**src/cpa_pkg.sv**
```systemverilog
/*
 * Constants and types shared by the configuration port arbiter.
 * Assumes a 40 MHz configuration clock and a 32-bit control register one.
 */
package cpa_pkg;

	// ==========================================================
	// Clock and timing
	localparam int unsigned CLK_PERIOD_PS   = 25000;
	localparam int unsigned PROG_MIN_NS     = 50;
	localparam int unsigned PROG_MIN_CYC    =
		(PROG_MIN_NS * 1000 + CLK_PERIOD_PS - 1) / CLK_PERIOD_PS;
	localparam int unsigned CLEAR_CYC       = 64;

	// ==========================================================
	// Control register one fields
	localparam int unsigned CR1_W           = 32;
	localparam int unsigned CR1_CLK_POL_BIT = 20;
	localparam int unsigned CR1_EBR_ERA_BIT = 4;

	// ==========================================================
	// Reset values
	localparam logic        BOOT_ABORT_RST  = 1'b0;
	localparam logic        TGT_ABORT_RST   = 1'b0;

	// ==========================================================
	// Types
	typedef enum logic [2:0] {
		ST_CLEAR     = 3'b000,
		ST_CTRL_BOOT = 3'b001,
		ST_CTRL_IDLE = 3'b010,
		ST_TGT_WAIT  = 3'b011,
		ST_TGT_CFG   = 3'b100,
		ST_USER      = 3'b101
	} cpa_state_t;

	typedef enum logic [1:0] {
		OWN_NONE = 2'b00,
		OWN_JTAG = 2'b01,
		OWN_SPI  = 2'b10
	} cpa_owner_t;

endpackage

```
**src/cpa_pin_if.sv**
```systemverilog
/*
 * Conditioned pin levels passed from the pin filter to the arbiter.
 * Assumes both ends run on the configuration clock.
 */
`timescale 1ns/1ps
interface cpa_pin_if;
	logic prog_low;
	logic mode_high;

	modport src (output prog_low, output mode_high);
	modport dst (input prog_low, input mode_high);
endinterface

```
**src/cpa_pin_filter.sv**
```systemverilog
/*
 * Synchronisers for the program and mode-select pins, plus the
 * minimum-width qualifier on the program pin.
 * Assumes pins are asynchronous to CLK; RST is synchronous, active high.
 */
`timescale 1ns/1ps
module cpa_pin_filter #(
	parameter int unsigned MIN_CYC = cpa_pkg::PROG_MIN_CYC
) (
	input  wire logic CLK,
	input  wire logic RST,
	input  wire logic PROG_N_PIN,
	input  wire logic MODE_PIN,
	cpa_pin_if.src    pin
);
	localparam int unsigned CW = $clog2(MIN_CYC + 1);

	logic          prog_s1_r;
	logic          prog_s2_r;
	logic          mode_s1_r;
	logic          mode_s2_r;
	logic [CW-1:0] low_cnt_r;
	logic          prog_low_r;

	// ==========================================================
	// Synchronisers
	always_ff @(posedge CLK) begin
		if (RST) begin
			prog_s1_r <= 1'b1;
			prog_s2_r <= 1'b1;
			mode_s1_r <= 1'b0;
			mode_s2_r <= 1'b0;
		end else begin
			prog_s1_r <= PROG_N_PIN;
			prog_s2_r <= prog_s1_r;
			mode_s1_r <= MODE_PIN;
			mode_s2_r <= mode_s1_r;
		end
	end

	// ==========================================================
	// Width qualifier: short glitches never count as a request
	always_ff @(posedge CLK) begin
		if (RST) begin
			low_cnt_r  <= '0;
			prog_low_r <= 1'b0;
		end else if (prog_s2_r) begin
			low_cnt_r  <= '0;
			prog_low_r <= 1'b0;
		end else if (low_cnt_r < CW'(MIN_CYC)) begin
			low_cnt_r  <= low_cnt_r + CW'(1);
			prog_low_r <= (low_cnt_r == CW'(MIN_CYC - 1));
		end
	end

	assign pin.prog_low  = prog_low_r;
	assign pin.mode_high = mode_s2_r;
endmodule

```
**src/cpa_arbiter.sv**
```systemverilog
/*
 * Configuration port arbiter: clear-down, boot mode choice, port
 * ownership, abort handling, program pin and clock-pin pull control.
 * Assumes a 40 MHz clock, RST as power-on reset, and one-cycle pulses
 * on the command and request inputs from logic on the same clock.
 */
`timescale 1ns/1ps
module cpa_arbiter #(
	parameter int unsigned CLEAR_CYC = cpa_pkg::CLEAR_CYC
) (
	input  wire logic                     CLK,
	input  wire logic                     RST,
	input  wire logic                     PROG_N_PIN,
	input  wire logic                     BOOT_MODE_SELECT,
	input  wire logic                     REFRESH_CMD,
	input  wire logic                     JTAG_PORT_REQ,
	input  wire logic                     TGT_SPI_PORT_REQ,
	input  wire logic                     PORT_RELEASE,
	input  wire logic                     JTAG_PROG_BUSY,
	input  wire logic                     CFG_DONE,
	input  wire logic                     TGT_SPI_PERSIST,
	input  wire logic [cpa_pkg::CR1_W-1:0] CONTROL_REGISTER_ONE,
	output logic                          CLEARDOWN_ACTIVE,
	output logic                          ERASE_BLOCK_RAM,
	output logic                          INIT_STATUS_N_OE,
	output logic                          DONE_OE,
	output logic                          CTRL_BOOT_ACTIVE,
	output logic                          TGT_MODE,
	output logic                          USER_MODE,
	output logic                          GRANT_JTAG,
	output logic                          GRANT_TGT_SPI,
	output logic                          TGT_SPI_GPIO,
	output logic                          BOOT_ABORTED,
	output logic                          TGT_ABORTED,
	output logic                          SCLK_PULL_UP,
	output logic                          MCLK_PULL_UP,
	output logic                          CONTROLLER_CLOCK_INVERTED_PULL_UP
);
	localparam int unsigned CW = $clog2(CLEAR_CYC + 1);

	cpa_pin_if pin ();

	cpa_pkg::cpa_state_t state_r;
	cpa_pkg::cpa_state_t state_nxt;
	cpa_pkg::cpa_owner_t owner_r;
	cpa_pkg::cpa_owner_t owner_nxt;
	logic [CW-1:0]       clr_cnt_r;
	logic                prog_hit;
	logic                restart;
	logic                clr_done;
	logic                boot_abort_set;
	logic                tgt_abort_set;
	logic                clk_pol;
	logic                ebr_opt;

	// ==========================================================
	// Pin conditioning
	cpa_pin_filter u_filter (
		.CLK        (CLK),
		.RST        (RST),
		.PROG_N_PIN (PROG_N_PIN),
		.MODE_PIN   (BOOT_MODE_SELECT),
		.pin        (pin.src)
	);

	// ==========================================================
	// Restart sources
	// Program pin is masked, not latched, during JTAG programming:
	// a pulse that ends before the JTAG sequence finishes is lost.
	assign prog_hit = pin.prog_low & ~JTAG_PROG_BUSY;
	assign restart  = REFRESH_CMD | prog_hit;
	assign clr_done = (clr_cnt_r == CW'(CLEAR_CYC - 1));
	assign clk_pol  = CONTROL_REGISTER_ONE[cpa_pkg::CR1_CLK_POL_BIT];
	assign ebr_opt  = CONTROL_REGISTER_ONE[cpa_pkg::CR1_EBR_ERA_BIT];

	// ==========================================================
	// Clear-down timer
	always_ff @(posedge CLK) begin
		if (RST) begin
			clr_cnt_r <= '0;
		end else if (state_r != cpa_pkg::ST_CLEAR || restart) begin
			clr_cnt_r <= '0;
		end else if (!clr_done) begin
			clr_cnt_r <= clr_cnt_r + CW'(1);
		end
	end

	// ==========================================================
	// Next state and port ownership
	always_comb begin
		state_nxt      = state_r;
		owner_nxt      = owner_r;
		boot_abort_set = 1'b0;
		tgt_abort_set  = 1'b0;
		if (restart) begin
			// Level held low keeps the device in clear-down
			state_nxt = cpa_pkg::ST_CLEAR;
			owner_nxt = cpa_pkg::OWN_NONE;
		end else begin
			unique case (state_r)
				cpa_pkg::ST_CLEAR: begin
					if (clr_done) begin
						if (pin.mode_high) begin
							state_nxt = cpa_pkg::ST_CTRL_BOOT;
						end else begin
							state_nxt = cpa_pkg::ST_TGT_WAIT;
						end
					end
				end
				cpa_pkg::ST_CTRL_BOOT: begin
					if (!pin.mode_high) begin
						state_nxt      = cpa_pkg::ST_TGT_WAIT;
						boot_abort_set = 1'b1;
					end else if (CFG_DONE) begin
						state_nxt = cpa_pkg::ST_USER;
					end
				end
				cpa_pkg::ST_CTRL_IDLE: begin
					// No boot from here; only a refresh or a program pin pulse restarts one
					if (!pin.mode_high) begin
						state_nxt = cpa_pkg::ST_TGT_WAIT;
					end
				end
				cpa_pkg::ST_TGT_WAIT: begin
					if (pin.mode_high) begin
						state_nxt = cpa_pkg::ST_CTRL_IDLE;
					end else if (JTAG_PORT_REQ) begin
						state_nxt = cpa_pkg::ST_TGT_CFG;
						owner_nxt = cpa_pkg::OWN_JTAG;
					end else if (TGT_SPI_PORT_REQ) begin
						state_nxt = cpa_pkg::ST_TGT_CFG;
						owner_nxt = cpa_pkg::OWN_SPI;
					end
				end
				cpa_pkg::ST_TGT_CFG: begin
					if (pin.mode_high) begin
						state_nxt     = cpa_pkg::ST_CTRL_IDLE;
						owner_nxt     = cpa_pkg::OWN_NONE;
						tgt_abort_set = 1'b1;
					end else if (CFG_DONE) begin
						state_nxt = cpa_pkg::ST_USER;
					end
				end
				cpa_pkg::ST_USER: begin
					// Mode pin is not consulted here
					if (PORT_RELEASE) begin
						owner_nxt = cpa_pkg::OWN_NONE;
					end else if (owner_r == cpa_pkg::OWN_NONE) begin
						if (JTAG_PORT_REQ) begin
							owner_nxt = cpa_pkg::OWN_JTAG;
						end else if (TGT_SPI_PORT_REQ &&
							TGT_SPI_PERSIST) begin
							owner_nxt = cpa_pkg::OWN_SPI;
						end
					end
				end
				default: begin
					state_nxt = cpa_pkg::ST_CLEAR;
					owner_nxt = cpa_pkg::OWN_NONE;
				end
			endcase
		end
	end

	// ==========================================================
	// State registers; power-on reset enters clear-down
	always_ff @(posedge CLK) begin
		if (RST) begin
			state_r <= cpa_pkg::ST_CLEAR;
			owner_r <= cpa_pkg::OWN_NONE;
		end else begin
			state_r <= state_nxt;
			owner_r <= owner_nxt;
		end
	end

	// ==========================================================
	// Abort status: a restart wins over a new abort and wipes the flag
	always_ff @(posedge CLK) begin
		if (RST) begin
			BOOT_ABORTED <= cpa_pkg::BOOT_ABORT_RST;
		end else begin
			if (boot_abort_set) begin
				BOOT_ABORTED <= 1'b1;
			end else if (restart) begin
				BOOT_ABORTED <= 1'b0;
			end
		end
	end

	// Kept until a restart so the host can tell why nothing booted
	always_ff @(posedge CLK) begin
		if (RST) begin
			TGT_ABORTED <= cpa_pkg::TGT_ABORT_RST;
		end else begin
			if (tgt_abort_set) begin
				TGT_ABORTED <= 1'b1;
			end else if (restart) begin
				TGT_ABORTED <= 1'b0;
			end
		end
	end

	// ==========================================================
	// Clear-down outputs
	always_ff @(posedge CLK) begin
		if (RST) begin
			CLEARDOWN_ACTIVE <= 1'b1;
		end else begin
			CLEARDOWN_ACTIVE <= (state_nxt == cpa_pkg::ST_CLEAR);
		end
	end

	// Block RAM wipe only when the option bit asks for it
	always_ff @(posedge CLK) begin
		if (RST) begin
			ERASE_BLOCK_RAM <= 1'b0;
		end else begin
			ERASE_BLOCK_RAM <= (state_nxt == cpa_pkg::ST_CLEAR) &&
				ebr_opt;
		end
	end

	// Done pin is pulled low in step with the init pin
	always_ff @(posedge CLK) begin
		if (RST) begin
			INIT_STATUS_N_OE <= 1'b1;
			DONE_OE          <= 1'b1;
		end else begin
			INIT_STATUS_N_OE <= (state_nxt == cpa_pkg::ST_CLEAR);
			DONE_OE          <= (state_nxt == cpa_pkg::ST_CLEAR);
		end
	end

	// ==========================================================
	// Mode and ownership outputs
	always_ff @(posedge CLK) begin
		if (RST) begin
			CTRL_BOOT_ACTIVE <= 1'b0;
			TGT_MODE         <= 1'b0;
			USER_MODE        <= 1'b0;
		end else begin
			CTRL_BOOT_ACTIVE <= (state_nxt == cpa_pkg::ST_CTRL_BOOT);
			TGT_MODE         <= (state_nxt == cpa_pkg::ST_TGT_WAIT) ||
				(state_nxt == cpa_pkg::ST_TGT_CFG);
			USER_MODE        <= (state_nxt == cpa_pkg::ST_USER);
		end
	end

	always_ff @(posedge CLK) begin
		if (RST) begin
			GRANT_JTAG    <= 1'b0;
			GRANT_TGT_SPI <= 1'b0;
		end else begin
			GRANT_JTAG    <= (owner_nxt == cpa_pkg::OWN_JTAG);
			GRANT_TGT_SPI <= (owner_nxt == cpa_pkg::OWN_SPI);
		end
	end

	// Without persist the target serial pins are lost to reprogramming
	always_ff @(posedge CLK) begin
		if (RST) begin
			TGT_SPI_GPIO <= 1'b0;
		end else begin
			TGT_SPI_GPIO <= (state_nxt == cpa_pkg::ST_USER) &&
				!TGT_SPI_PERSIST;
		end
	end

	// ==========================================================
	// Weak pulls on the clock pins
	always_ff @(posedge CLK) begin
		if (RST) begin
			SCLK_PULL_UP <= 1'b0;
			MCLK_PULL_UP <= 1'b0;
		end else begin
			SCLK_PULL_UP <= clk_pol;
			MCLK_PULL_UP <= clk_pol;
		end
	end

	// Inverted clock pin idles opposite so the pair never floats equal
	always_ff @(posedge CLK) begin
		if (RST) begin
			CONTROLLER_CLOCK_INVERTED_PULL_UP <= 1'b1;
		end else begin
			CONTROLLER_CLOCK_INVERTED_PULL_UP <= ~clk_pol;
		end
	end
endmodule

```
**config.mk**
```make
export PLATFORM = sky130hd
export DESIGN_NAME = cpa_arbiter
export DESIGN_NICKNAME = d
export VERILOG_FILES = /design/src/cpa_pkg.sv /design/src/cpa_pin_if.sv /design/src/cpa_pin_filter.sv /design/src/cpa_arbiter.sv
export SDC_FILE = /design/constraint.sdc
export NUM_CORES = 1
export LEC_CHECK = 0
export BUFFER_PORTS_ARGS = -buffer_cell sky130_fd_sc_hd__buf_4
export CAP_MARGIN = 20
export CORE_MARGIN = 2
export CORE_UTILIZATION = 47
export DETAILED_ROUTE_END_ITERATION = 10
export PLACE_DENSITY_LB_ADDON = 0.2
export SKIP_CTS_REPAIR_TIMING = 1
export SYNTH_ARGS = -nofsm -noshare
export SYNTH_HDL_FRONTEND = slang
export SYNTH_HIERARCHICAL = 1
export SYNTH_SLANG_ARGS = --single-unit
```
**constraint.sdc**
```tcl
create_clock -name CLK -period 1.9 [get_ports CLK]
set_input_delay 0.19 -clock CLK [delete_from_list [all_inputs] [get_ports CLK]]
set_output_delay 0.19 -clock CLK [all_outputs]
set_load 0.01 [all_outputs]
```
==> results.toml <==
[cells_and_area]
seq_area_um2 = 621
fill_cells = 263
nets = 215
area_growth_pct = 21.0
diodes = 0
multi_input_area_um2 = 734
drive_above_1_share_pct = 30.4

[cts]
clkTransAtPathRegs_ns = 0.10
clkSinkCount = 31
cts_buffers = 5
clock-root-buffer = "clkbuf_4"
insertion_delay_ns = 0.33
cts_tree = "yes"
htreeDepth = 2
clock_path_buffers = 2

[route]
routed_wl_mm = 2.65
via_count = 1109
ant_nets = 0
first_pass_iters = 4
vias_per_cell = 5.49
drc = 0
drt_iter0_drc = 16
wl_per_cell_um = 13.1

[power_and_ir_drop]
vdd_drop_max_uv = 460
cellPowerDensity_nw_per_um2 = 713
total_power_mw = 1.23
leakage_nw = 0.698

[run]
cap_viol_max_count = 0

[timing]
grt_setup_unrepaired = "false"
fin_crit_sh_pct = 92.9
final_hold_viol_count = 0
drv_slew = 0
setup_violations = 0
relSlewSlack_pct = 71.4
fin_setup_tns_ns = 0
skew_ns = 0.00966
max_freq_ghz = 0.566
post-route-min-period_ns = 1.77
tightest_slew_ns = 0.426

[synthesis]
synth_enable_flop_cells = 0
synthMuxAreaShare_pct = 2.19
ys_ff_latch = 31
synth_area_leaders = "dfxtp_1 (44%), nor2b_1 (3.5%), nor4_4 (3.0%)"
yosys.area.top_type_share_pct = 43.5
synth_ff_type = "dfxtp_1"
yosysSeqAreaShare_pct = 43.5
netlist_instances = 138
yosys.area.top_type = "dfxtp_1"
synth_compound_area_share_pct = 17.4
synth_xor_area_share_pct = 3.69
yosysWarnings = 6
yosys.area_share.simple_pct = 26.5
syn_avg_cell_area_um2 = 10.3
synth_fp_nets = 183
async_flop_share_pct = 0
synth_top_family_by_area = "simple AND/OR/NAND/NOR gates"
syn_area_um2 = 1430
synth_fa_ha_area_share_pct = 1.76
synth_cell_types = 48

[hold_path]
whs_endpoint = "CONTROLLER_CLOCK_INVERTED_PULL_UP"
min_path_type = "in2reg"
holdCritStartpoint = "CONTROL_REGISTER_ONE[20]"
min_delay_path_depth = 2

[critical_path]
crit_path_start_kind = "flop"
startpoint = "state_r[0]"
cp.required_ns = 2.12
critical_path_arrival_ns = 1.98
reg2regPathDepth = 4
reg2reg_slack_ns = 0.13
r2r_end = "ERASE_BLOCK_RAM"
crit_fanout = 13
path_class = "reg2reg"
cp-end-kind = "flop"
reg2reg_from = "state_r[0]"

[grt]
antenna_found_initial = 0
grt_pass1_wl_mm = 4.83
grt_max_degree = 14
grt_use_total_pct = 18.6
gr-total-overflow = 0
grt_pass1_vias = 1121

[placement]
port_buffers = 27
gp_congestion = 0.811
dp_hpwl_mm = 1.99

[die]
io_pins = 58
start_util_pct = 50.4
die-area_um2 = 3490
die_h_um = 59.1
die_width_um = 59.1
core_um2 = 2830
core.rowCount = 19

[outcome]
status = "completed"
[final cells by class]
class | instances | share of cell area, %
clock buffers | 7 | 3.77
clock inverters | 1 | 0.435
multi-input cells | 96 | 42.6
inverters | 4 | 0.871
repair buffers | 32 | 14.1
flip-flops and latches | 31 | 36.0
well taps | 31 | 2.25
[where the power goes]
group	total, mW	switching, mW	internal [mW]
Combinational	0.113	0.0527	0.0603
Clock	0.443	0.227	0.216
Sequential	0.673	0.0101	0.663
[layout by cell type, fill, tap and decap left out, drive strengths merged, types with 5 or more instances in the layout]
| cell | instances |
|---|---|
| nor2 | 7 |
| nor2b | 8 |
| o21ai | 6 |
| buf | 31 |
| nor3 | 8 |
| clkbuf | 7 |
| and3 | 5 |
| a21oi | 8 |
| dfxtp | 31 |
[worst max path at each step]
stage                     depth (start not counted)               to  slack, ns
after floorplan                                   5         TGT_MODE       0.36
after global placement                            4         TGT_MODE       0.20
after detailed placement                          4         TGT_MODE       0.17
after CTS                                         4         TGT_MODE       0.15
after global routing                              4         TGT_MODE       0.05
final                                             4  ERASE_BLOCK_RAM       0.13
[critical path, stage by stage, from the launching register on]
cell and delay (ns):
dfxtp_1 0.45, and2b_1 0.26, a311o_1 0.42, o31ai_2 0.43, nor4bb_2 0.09
[sequential cells by signal (all words and copies together), names as in the netlist, 2 cells and up]
signal	cells
owner_r	2
clr_cnt_r	7
state_r	3
u_filter/low_cnt_r	2
[metal layers]
metal	wire, um	up-vias	share of wire, %	GRT usage, %
met2	1320	26	50	30.6
li1	-	565	-	-
met1	1150	513	43	21.9
met5	0	-	0	0
met3	138	5	5.2	7.42
met4	44	0	1.7	6.82
[metrics by stage]
step	hold slack, ns	setup slack, ns	area (um2)	instances	utilization (%)
floorplan	0.255	0.359	1430	138	-
global placement	0.370	0.201	1640	193	58.0
detailed placement	0.371	0.167	1640	193	58.0
CTS	0.00552	0.151	1710	201	60.6
global route	0.0117	0.0472	1720	202	60.9
finish	0.0245	0.135	1720	202	60.9
[kinds of logic after synthesis]
kind of cell	after synthesis
and+or+nand+nor	55
DFF	31
adders and majority gates	2
buffers and inverters	11
AOI/OAI and AO/OA	30
xor gates and xnor gates	6
muxes	3
[cells in the mapped netlist (3+ instances only)]
| cell | n |
|---|---|
| o21ai_0 | 5 |
| xnor2_1 | 4 |
| inv_1 | 4 |
| nand2b_1 | 3 |
| buf_4 | 3 |
| nor2_1 | 7 |
| and3_1 | 5 |
| nor2b_1 | 8 |
| dfxtp_1 | 31 |
| nand3_1 | 3 |
| nand2_1 | 4 |
| a21oi_1 | 7 |
| nor3_1 | 7 |
No activity file was read; power rests on OpenSTA's default activity.
